**config.mk**
```make
export PLATFORM = sky130hd
export DESIGN_NAME = rstseq_top
export DESIGN_NICKNAME = d
export VERILOG_FILES = /design/src/rstseq_pkg.sv /design/src/rstseq_filter.sv /design/src/rstseq_top.sv
export SDC_FILE = /design/constraint.sdc
export NUM_CORES = 1
export LEC_CHECK = 0
export BUFFER_PORTS_ARGS = -buffer_cell sky130_fd_sc_hd__clkbuf_2
export CORE_ASPECT_RATIO = 0.75
export CORE_MARGIN = 3
export CORE_UTILIZATION = 45
export CTS_CLUSTER_SIZE = 16
export DETAILED_ROUTE_END_ITERATION = 6
export GPL_ROUTABILITY_DRIVEN = 0
export MAX_ROUTING_LAYER = met4
export PLACE_DENSITY = 0.78
export RECOVER_POWER = 25
export SYNTH_ARGS = -nofsm -noshare
export SYNTH_HDL_FRONTEND = slang
export SYNTH_SLANG_ARGS = --single-unit
export TNS_END_PERCENT = 20
```
**constraint.sdc**
```tcl
create_clock -name clk -period 3.9 [get_ports clk]
set_clock_uncertainty 0.05 [all_clocks]
set_input_delay 0.78 -clock clk [delete_from_list [all_inputs] [get_ports clk]]
set_output_delay 0.78 -clock clk [all_outputs]
set_load 0.005 [all_outputs]
```
**src/rstseq_pkg.sv**
```systemverilog
/*
 reset sequencer package: register map, field layout, reset values and counts.
 assumes a 32-bit APB master on the same 40 MHz clock.
*/
package rstseq_pkg;
   localparam logic [11:0] CTRL_OFFSET = 12'h0_000;
   localparam logic [11:0] STAT_OFFSET = 12'h0_004;
   localparam logic [11:0] CORE_OFFSET = 12'h0_008;
   localparam logic [11:0] PC_OFFSET = 12'h0_00C;
   localparam int CTRL_SLOW_BIT = 0;
   localparam int CTRL_HOLD_BIT = 1;
   localparam int CTRL_RUN_BIT = 2;
   localparam int STAT_RESET_BIT = 0;
   localparam int STAT_HOLD_BIT = 1;
   localparam int STAT_SLOW_BIT = 2;
   localparam int STAT_PIN_BIT = 3;
   localparam int STAT_STATE_LSB = 4;
   localparam int CORE_SKIP_BIT = 0;
   localparam int CORE_BANK_BIT = 1;
   localparam int CORE_MIE_BIT = 2;
   localparam int CORE_MASK_LSB = 4;
   localparam int CORE_LATCH_LSB = 8;
   localparam int CORE_TIMER_LSB = 16;
   localparam logic [12:0] PC_RESET = 13'h0_000;
   localparam logic SKIP_RESET = 1'b1;
   localparam logic BANK_RESET = 1'b0;
   localparam logic MIE_RESET = 1'b0;
   localparam logic [3:0] MASK_RESET = 4'h0;
   localparam logic [3:0] LATCH_RESET = 4'h0;
   localparam logic [15:0] TIMER_RESET = 16'h0_000;
   localparam int RESET_MIN_CYCLES = 3;
   localparam int SLOW_DIV = 16;
   localparam logic [31:0] CTRL_RESET = 32'h0000_0000;
   typedef enum logic [1:0] {RS_RUN = 2'b00, RS_RESET = 2'b01, RS_HOLD = 2'b10} rstseq_state_t;
   typedef struct packed {
      logic [12:0] pc;
      logic skipStatusFlag;
      logic dataBankSelect;
      logic irqMasterEnable;
      logic [3:0] irqEnableMask;
      logic [3:0] irqPendingLatch;
      logic [15:0] intervalTimer;
   } rstseq_core_t;
endpackage : rstseq_pkg

```
**src/rstseq_filter.sv**
```systemverilog
/*
 pin synchroniser and low-level counter for the reset pin.
 assumes the pin is asynchronous to clk.
*/
`timescale 1ns/100ps
module rstseq_filter (
   input wire logic clk,
   input wire logic srst,
   input wire logic pinN,
   output logic pinSync,
   output logic lowQualified
);
   import rstseq_pkg::*;
   logic meta;
   logic [1:0] lowCount;
   always_ff @(posedge clk) begin
      if (srst) begin
         meta <= 1'b1;
         pinSync <= 1'b1;
      end else begin
         meta <= pinN;
         pinSync <= meta;
      end
   end
   // saturating count; glitches shorter than the minimum never qualify
   always_ff @(posedge clk) begin
      if (srst || pinSync) begin
         lowCount <= 2'd0;
      end else if (lowCount != 2'(RESET_MIN_CYCLES)) begin
         lowCount <= lowCount + 2'd1;
      end
   end
   assign lowQualified = (lowCount == 2'(RESET_MIN_CYCLES));
endmodule : rstseq_filter

```
**src/rstseq_top.sv**
```systemverilog
/*
 reset sequencer for a small 4-bit core: pin qualification, core state
 initialisation, standby release, slow clock select, APB registers.
 assumes a 40 MHz clk, APB master on clk, reset pin asynchronous.
*/
// Decided for this implementation: the APB register port and the placing of the registers.
`timescale 1ns/100ps
// Operation
// - reset pin held low three or more cycles triggers a full reset.
// - on pin release execution starts at address zero.
// - reset loads program counter zero, skip flag one, interval timer zero.
// - reset clears the data bank select bit.
// - reset clears irq master enable, enable mask and pending latches.
// - no hardware keeps data memory across reset.
// - slow mode runs system logic from the low-frequency clock.
// - a low reset pin ends standby hold, reset follows at once.
module rstseq_top (
   input wire logic clk,
   input wire logic srst,
   input wire logic resetPinN,
   input wire logic slowTick,
   input wire logic psel,
   input wire logic penable,
   input wire logic pwrite,
   input wire logic [11:0] paddr,
   input wire logic [31:0] pwdata,
   output logic [31:0] prdata,
   output logic pready,
   output logic pslverr,
   output logic coreReset,
   output logic coreClkEn,
   output logic inHold,
   output rstseq_pkg::rstseq_core_t coreState
);
   import rstseq_pkg::*;
   ////////////////////////////////////////////////////////////////////////
   logic pinSync;
   logic lowQualified;
   rstseq_state_t state;
   logic [31:0] ctrl;
   logic slowSync1;
   logic slowSync2;
   logic slowPrev;
   logic apbWrite;
   rstseq_filter u_filter (
      .clk(clk),
      .srst(srst),
      .pinN(resetPinN),
      .pinSync(pinSync),
      .lowQualified(lowQualified)
   );
   assign apbWrite = psel && penable && pwrite;
   assign pready = 1'b1;
   assign pslverr = 1'b0;
   ////////////////////////////////////////////////////////////////////////
   // sequencing
   always_ff @(posedge clk) begin
      if (srst) begin
         state <= RS_RESET;
      end else begin
         case (state)
            RS_RUN: begin
               if (lowQualified) begin
                  state <= RS_RESET;
               end else if (ctrl[CTRL_HOLD_BIT]) begin
                  state <= RS_HOLD;
               end
            end
            RS_RESET: begin
               if (pinSync) begin
                  state <= RS_RUN;
               end
            end
            RS_HOLD: begin
               // any low sample ends standby, not only a qualified one
               if (!pinSync) begin
                  state <= RS_RESET;
               end else if (!ctrl[CTRL_HOLD_BIT]) begin
                  state <= RS_RUN;
               end
            end
            default: state <= RS_RESET;
         endcase
      end
   end
   assign coreReset = (state == RS_RESET);
   assign inHold = (state == RS_HOLD);
   ////////////////////////////////////////////////////////////////////////
   // control register; the run bit is written by the core, which is modelled here via APB
   always_ff @(posedge clk) begin
      if (srst) begin
         ctrl <= CTRL_RESET;
      end else if (state == RS_RESET) begin
         ctrl[CTRL_HOLD_BIT] <= 1'b0;
      end else if (apbWrite && paddr == CTRL_OFFSET) begin
         ctrl <= {29'h0000_0000, pwdata[2:0]};
      end
   end
   ////////////////////////////////////////////////////////////////////////
   // slow clock select: low-frequency tick enables the core
   always_ff @(posedge clk) begin
      if (srst) begin
         slowSync1 <= 1'b0;
         slowSync2 <= 1'b0;
         slowPrev <= 1'b0;
      end else begin
         slowSync1 <= slowTick;
         slowSync2 <= slowSync1;
         slowPrev <= slowSync2;
      end
   end
   always_comb begin
      if (state != RS_RUN) begin
         coreClkEn = 1'b0;
      end else if (ctrl[CTRL_SLOW_BIT]) begin
         coreClkEn = slowSync2 && !slowPrev;
      end else begin
         coreClkEn = 1'b1;
      end
   end
   ////////////////////////////////////////////////////////////////////////
   // core state: reset values, then pc and timer advance while running
   always_ff @(posedge clk) begin
      if (srst || state == RS_RESET) begin
         coreState.pc <= PC_RESET;
         coreState.skipStatusFlag <= SKIP_RESET;
         coreState.intervalTimer <= TIMER_RESET;
         coreState.dataBankSelect <= BANK_RESET;
         coreState.irqMasterEnable <= MIE_RESET;
         coreState.irqEnableMask <= MASK_RESET;
         coreState.irqPendingLatch <= LATCH_RESET;
      end else begin
         if (state == RS_HOLD) begin
            coreState.intervalTimer <= TIMER_RESET;
         end else if (coreClkEn) begin
            coreState.intervalTimer <= coreState.intervalTimer + 16'h0_001;
            if (ctrl[CTRL_RUN_BIT]) begin
               coreState.pc <= coreState.pc + 13'h0_001;
            end
         end
         if (apbWrite && paddr == CORE_OFFSET) begin
            coreState.skipStatusFlag <= pwdata[CORE_SKIP_BIT];
            coreState.dataBankSelect <= pwdata[CORE_BANK_BIT];
            coreState.irqMasterEnable <= pwdata[CORE_MIE_BIT];
            coreState.irqEnableMask <= pwdata[CORE_MASK_LSB +: 4];
            coreState.irqPendingLatch <= pwdata[CORE_LATCH_LSB +: 4];
         end
      end
   end
   // data memory is not part of this block: only the ctrl slow and run bits survive a pin reset here
   ////////////////////////////////////////////////////////////////////////
   always_ff @(posedge clk) begin
      if (srst) begin
         prdata <= 32'h0000_0000;
      end else if (psel && !penable && !pwrite) begin
         case (paddr)
            CTRL_OFFSET: prdata <= ctrl;
            STAT_OFFSET: prdata <= {26'h000_0000, state, !pinSync, ctrl[CTRL_SLOW_BIT],
                                    inHold, coreReset};
            CORE_OFFSET: prdata <= {coreState.intervalTimer, 4'h0, coreState.irqPendingLatch,
                                    coreState.irqEnableMask, 1'b0, coreState.irqMasterEnable,
                                    coreState.dataBankSelect, coreState.skipStatusFlag};
            PC_OFFSET: prdata <= {19'h0_0000, coreState.pc};
            default: prdata <= 32'h0000_0000;
         endcase
      end
   end
   ////////////////////////////////////////////////////////////////////////
   logic [2:0] lowRun;
   always_ff @(posedge clk) begin
      if (srst || pinSync) begin
         lowRun <= 3'd0;
      end else if (lowRun != 3'd7) begin
         lowRun <= lowRun + 3'd1;
      end
   end
   a_short_glitch: assert property (@(posedge clk) disable iff (srst)
      (state == RS_RUN && lowRun < 3'd2) |=> state != RS_RESET) else $error("reset on short glitch");
   a_long_low: assert property (@(posedge clk) disable iff (srst)
      (state == RS_RUN && lowRun == 3'd3) |=> state == RS_RESET) else $error("qualified low ignored");
   a_pc_zero: assert property (@(posedge clk) disable iff (srst)
      $fell(coreReset) |-> coreState.pc == 13'h0_000) else $error("pc not zero at release");
   a_skip_timer: assert property (@(posedge clk) disable iff (srst)
      coreReset ##1 coreReset |-> coreState.skipStatusFlag && coreState.intervalTimer == 16'h0_000)
      else $error("skip or timer wrong in reset");
   a_bank_clear: assert property (@(posedge clk) disable iff (srst)
      coreReset ##1 coreReset |-> !coreState.dataBankSelect) else $error("bank not cleared");
   a_irq_clear: assert property (@(posedge clk) disable iff (srst)
      coreReset ##1 coreReset |-> !coreState.irqMasterEnable && coreState.irqEnableMask == 4'h0
      && coreState.irqPendingLatch == 4'h0) else $error("irq state not cleared");
   a_slow_gate: assert property (@(posedge clk) disable iff (srst)
      (ctrl[CTRL_SLOW_BIT] && coreClkEn) |-> $rose(slowSync2)) else $error("slow mode ran fast");
   a_hold_exit: assert property (@(posedge clk) disable iff (srst)
      (inHold && !pinSync) |=> coreReset) else $error("hold not ended by pin");
endmodule : rstseq_top

```
; ---- After elaboration in Yosys (flattened, before gate mapping)
; Index checks and enable logic that the tools add are counted.
[totals]
out_inout_bits = 77
wordCells = 62
reg_bits = 84
[classes]
addsub = 3
reduce_logical = 21
n_mux = 9
eq_ne = 10
n_bitwise = 2
[op_table]
columns = operator, n
row1 = one-hot mux 32 bit (4 select lines), 1
row2 = "== test 12 x 4 -> 1 bit, second input constant", 2
row3 = "adder 16 x 1 -> 16 bit, second input constant", 1
row4 = "adder 13 x 1 -> 13 bit, second input constant", 1
row5 = "== test 12 x 3 -> 1 bit, second input constant", 1
row6 = logical NOT 12 bit, 1
row7 = two-way mux 2 bit, 5
row8 = logical AND 1 bit, 7
row9 = "inequality test 3 bit, second input constant", 2
row10 = one-hot mux 2 bit (3 select lines), 1
row11 = AND reduction 3 bit, 2
row12 = "== test 2 bit, second input constant", 2
row13 = logical NOT 1 bit, 4
row14 = OR reduction 2 bit, 2
row15 = "adder 2 x 1 -> 2 bit, second input constant", 1
row16 = "== test 2 x 1 -> 1 bit, second input constant", 1
row17 = logical NOT 2 bit, 1
row18 = logical OR 1 bit, 2
row19 = two-way mux 1 bit, 2
row20 = "inequality test 2 x 1 -> 1 bit, second input constant", 1
row21 = "inequality test 2 bit, second input constant", 1
row22 = NOT 1 bit, 2
row23 = AND reduction 2 bit, 1
row24 = nonzero test 2 bit, 1

; ---- Longest topological paths before layout
[logic_depth]
ltp_word = 5
depth_mapped = 7
mapped_depth_nobuf = 5

; ---- Cells and area by module
; A second synthesis with hierarchy kept.
[unflattened]
hier_cells = 374
hier_area_um2 = 3519.6
[modules_own_cells]
columns = mod, cells_per_inst, area_each_um2, n_inst
row1 = rstseq_top, 362, 3363.2, 1
row2 = rstseq_filter, 12, 156.4, 1

; ---- Least setup slack after synthesis
; OpenSTA, ideal clock, no wires.
[synth_timing]
kind = input-to-reg
start = in paddr[4]
end = reg prdata[21]
required_time_ns = 3.791
n_path_buf = 3
cell_stages = 7
path_slack_ns = 1.677
arrival_time_ns = 2.114
path_cell_list = nor4_1 and4_1 buf_2 and3b_1 clkbuf_2 buf_4 a22o_1
[synth_via]
elab_chain_len = 2
[synth_lines]
columns = element, line
row1 = start: declaration, rstseq_top.sv:25  ; input wire logic [11:0] paddr,
row2 = == test 12 x 4 -> 1 bit (tied with other cells), rstseq_top.sv:156  ; case (paddr)
row3 = one-hot mux 32 bit (4 select lines) (*), rstseq_top.sv:156
row4 = end signal: assignment, rstseq_top.sv:157  ; CTRL_OFFSET: prdata <= ctrl;
row5 = end signal: assignment, rstseq_top.sv:158  ; STAT_OFFSET: prdata <= {26'h000_0000, state, !pinSync, ctrl[CTRL_SLOW_BIT],
row6 = end signal: assignment, rstseq_top.sv:160  ; CORE_OFFSET: prdata <= {coreState.intervalTimer, 4'h0, coreState.irqPendingLatch,
row7 = end: declaration, rstseq_top.sv:27  ; output logic [31:0] prdata,
; Mark *: on every way between the ends. The rest lies on a longest branch, timed or not.
; A chain may end at the register's enable or synchronous reset.

; ---- Final worst setup path
[layout_timing]
start = reg slowPrev
end = out coreClkEn
[layout_via]
elab_chain_len = 4
[layout_lines]
columns = element, line
row1 = start: declaration, rstseq_top.sv:43  ; logic slowPrev;
row2 = start signal: assignment, rstseq_top.sv:109  ; slowPrev <= slowSync2;
row3 = logical NOT 1 bit, rstseq_top.sv:116  ; coreClkEn = slowSync2 && !slowPrev;
row4 = logical AND 1 bit, rstseq_top.sv:116
row5 = two-way mux 1 bit, rstseq_top.sv:115  ; end else if (ctrl[CTRL_SLOW_BIT]) begin
row6 = two-way mux 1 bit, rstseq_top.sv:113  ; if (state != RS_RUN) begin
row7 = end: declaration, rstseq_top.sv:31  ; output logic coreClkEn,
; No other way between the ends.

==> results.json <==
{
  "run_status": "finished clean",
  "antenna_found_initial": 0,
  "clk_latency_ps": 360,
  "synth-edff-count": 0,
  "mostFrequentLayoutCell": "clkbuf_2",
  "cp_slowest_cell": "a211oi_1",
  "critical-path-max-stage-delay_ps": 630,
  "cts_inserted_buffers": 9,
  "grt_setup_unrepaired": "false",
  "slew_violations": 0,
  "p_leak_uw": 0.00169,
  "dr_total_vias": 3175,
  "setup_viol": 0,
  "worstSetupPathType": "register to output port",
  "finalPower_uw": 1600,
  "peakVddDrop_uv": 252,
  "finalCriticalPeriod_ps": 2770,
  "drt_iter0_markers": 195,
  "die_y_um": 82.9,
  "path_max_fanout": 16,
  "nets": 523,
  "max_slew.worst_pin.slew_ps": 1180,
  "synthFlopType": "dfxtp_1",
  "cts_tree": "built",
  "post_cts_buffers": 0,
  "most-common-layout-cells": "clkbuf_2 (90), dfxtp_1 (81), nand2_1 (38)",
  "layout-drive-gt1-share": 0.259,
  "routed_wl_um": 9000,
  "cts_buffer_depth": 2,
  "hold_class": "register to register",
  "fin_crit_sh": 0.711,
  "start_kind": "register",
  "num_rows": 27,
  "arrival_ps": 1940,
  "yosysUniqueCellTypes": 52,
  "place_hpwl_um": 6500,
  "r2r_setup_slack_ps": 1880,
  "clkSlewWorstSetupHoldPaths_ps": 80,
  "relSlewSlack": 0.215,
  "drc_errors": 0,
  "synth_cells": 381,
  "rr_startpoint": "slowPrev$_SDFF_PP0_",
  "initial_core_util": 0.473,
  "cts-resized-gates": 0,
  "port_buffers": 101,
  "timing.setup.tns_ps": 0,
  "grt_pass1_wl_um": 14800,
  "syn_to_final_growth_pct": 20.6,
  "min_from": "u_filter.meta$_SDFF_PP1_",
  "power_density_mw_per_mm2": 374,
  "fmax_mhz": 361,
  "drv_cap": 0,
  "vias_per_cell": 5.52,
  "ys_seq_area_frac": 0.457,
  "ioPinCount": 128,
  "htreeDepth": 3,
  "num_antenna_cells": 0,
  "grt_overflow": 0,
  "hold_buffers": 0,
  "grt_pass1_vias": 2975,
  "hold_viol": 0,
  "first_pass_iters": 4,
  "die_w_um": 109,
  "ant_nets": 0,
  "ys_seq_elements": 81,
  "rr_worst_depth": 4,
  "synth-async-reset-ratio": 0,
  "fp.dieArea_mm2": 0.00900,
  "r2r_end": "coreState[11]$_SDFFE_PP0N_",
  "wire_per_inst_um": 15.7,
  "grt_usage": 0.210,
  "netlist_area_mm2": 0.00355,
  "crit_path_end_kind": "output port",
  "worstHoldEndpoint": "u_filter.pinSync$_SDFF_PP1_",
  "holdPathStages": 1,
  "crit_family": "compound AO/OA/AOI/OAI gates",
  "ys_warn_count": 0,
  "syn-mean-instance-area_um2": 9.32,
  "required_ps": 3070,
  "cp_cell_sequence": "nand2b_1, a211oi_1, clkbuf_2",
  "root_buffer": "clkbuf_8",
  "cp_num_buf_inv": 1,
  "grt_max_degree": 31,
  "core_mm2": 0.00750,
  "cts.sinks": 81
}
==> Yosys cell counts (all sizes together) (3+ instances only) <==
master	instances	share of area
a22o	18	0.044
nand2b	3	0.0053
mux2i	15	0.042
a22oi	3	0.0063
nor2	24	0.025
xnor2	12	0.030
o21ai	24	0.034
or4	5	0.011
nor4	3	0.0053
mux4	3	0.019
a211o	3	0.0074
nand2	38	0.040
or3b	3	0.0081
and4	4	0.0099
or3	7	0.012
inv	8	0.0085
or2	4	0.0070
a21oi	17	0.024
a2111oi	5	0.020
buf	11	0.022
ha	3	0.011
dfxtp	81	0.46
a211oi	7	0.015
nand3	9	0.013
clkbuf	19	0.020
and3	3	0.0053
nand4	20	0.035
o31ai	5	0.011
nor2b	4	0.0070
==> sequential cells by signal (all words and copies together) (netlist names) <==
name	flops
coreState	40
prdata	29
state	2
slowPrev	1
slowSync2	1
ctrl	3
u_filter.meta	1
u_filter.pinSync	1
slowSync1	1
u_filter.lowCount	2
==> stage by stage <==
step | hold slack, ps | util | std cells | worst slack (ps) | instance area, um2
floorplan | 339 | - | 384 | 1680 | 3560
global placement | 343 | 0.542 | 559 | 1130 | 4070
detailed placement | 352 | 0.542 | 559 | 986 | 4070
CTS | 373 | 0.573 | 575 | 1110 | 4290
global route | 396 | 0.571 | 575 | 1010 | 4280
finish | 368 | 0.571 | 575 | 1130 | 4280
==> how the worst max path moves through the flow <==
stage,startpoint,endpoint,cells past startpoint
floorplan,paddr[4],prdata[21]$_SDFFE_PP0P_,7
detailed placement,paddr[5],prdata[16]$_SDFFE_PP0P_,5
finish,slowPrev$_SDFF_PP0_,coreClkEn,3
CTS,slowPrev$_SDFF_PP0_,coreClkEn,3
global placement,paddr[5],prdata[17]$_SDFFE_PP0P_,5
global route,slowPrev$_SDFF_PP0_,coreClkEn,3
==> kinds of logic after synthesis <==
group / Yosys count / share of synthesized area
and+or+nand+nor: 140 / 0.215
AOI/OAI and AO/OA: 83 / 0.163
DFF: 81 / 0.457
buffers and inverters: 38 / 0.0504
muxes: 20 / 0.0677
xor gates and xnor gates: 14 / 0.0345
adders and majority gates: 3 / 0.0106
other: 2 / 0.00212
==> routing by layer <==
| layer | wire (um) | up-vias | track usage |
|---|---|---|---|
| met3 | 724 | 12 | 0.0606 |
| met2 | 4120 | 114 | 0.307 |
| met4 | 129 | 0 | 0.0631 |
| li1 | - | 1553 | - |
| met5 | 0 | - | - |
| met1 | 4020 | 1496 | 0.282 |
==> layout make-up <==
type | instances | area [um2]
clock buffers | 9 | 124
clock inverters | 7 | 104
fillers | 686 | 3220
inverters | 8 | 30.0
multi-input cells | 265 | 1760
flip-flops and latches | 81 | 1620
well taps | 101 | 126
repair buffers | 104 | 514
==> where the power goes <==
| group | internal (uW) | switching (uW) | leakage (uW) |
|---|---|---|---|
| registers | 830 | 5.16 | 0.000654 |
| clock network | 367 | 319 | 0.000108 |
| logic | 30.4 | 49.1 | 0.000932 |
| total | 1230 | 373 | 0.00169 |
Power figures use the tool's default switching activity.
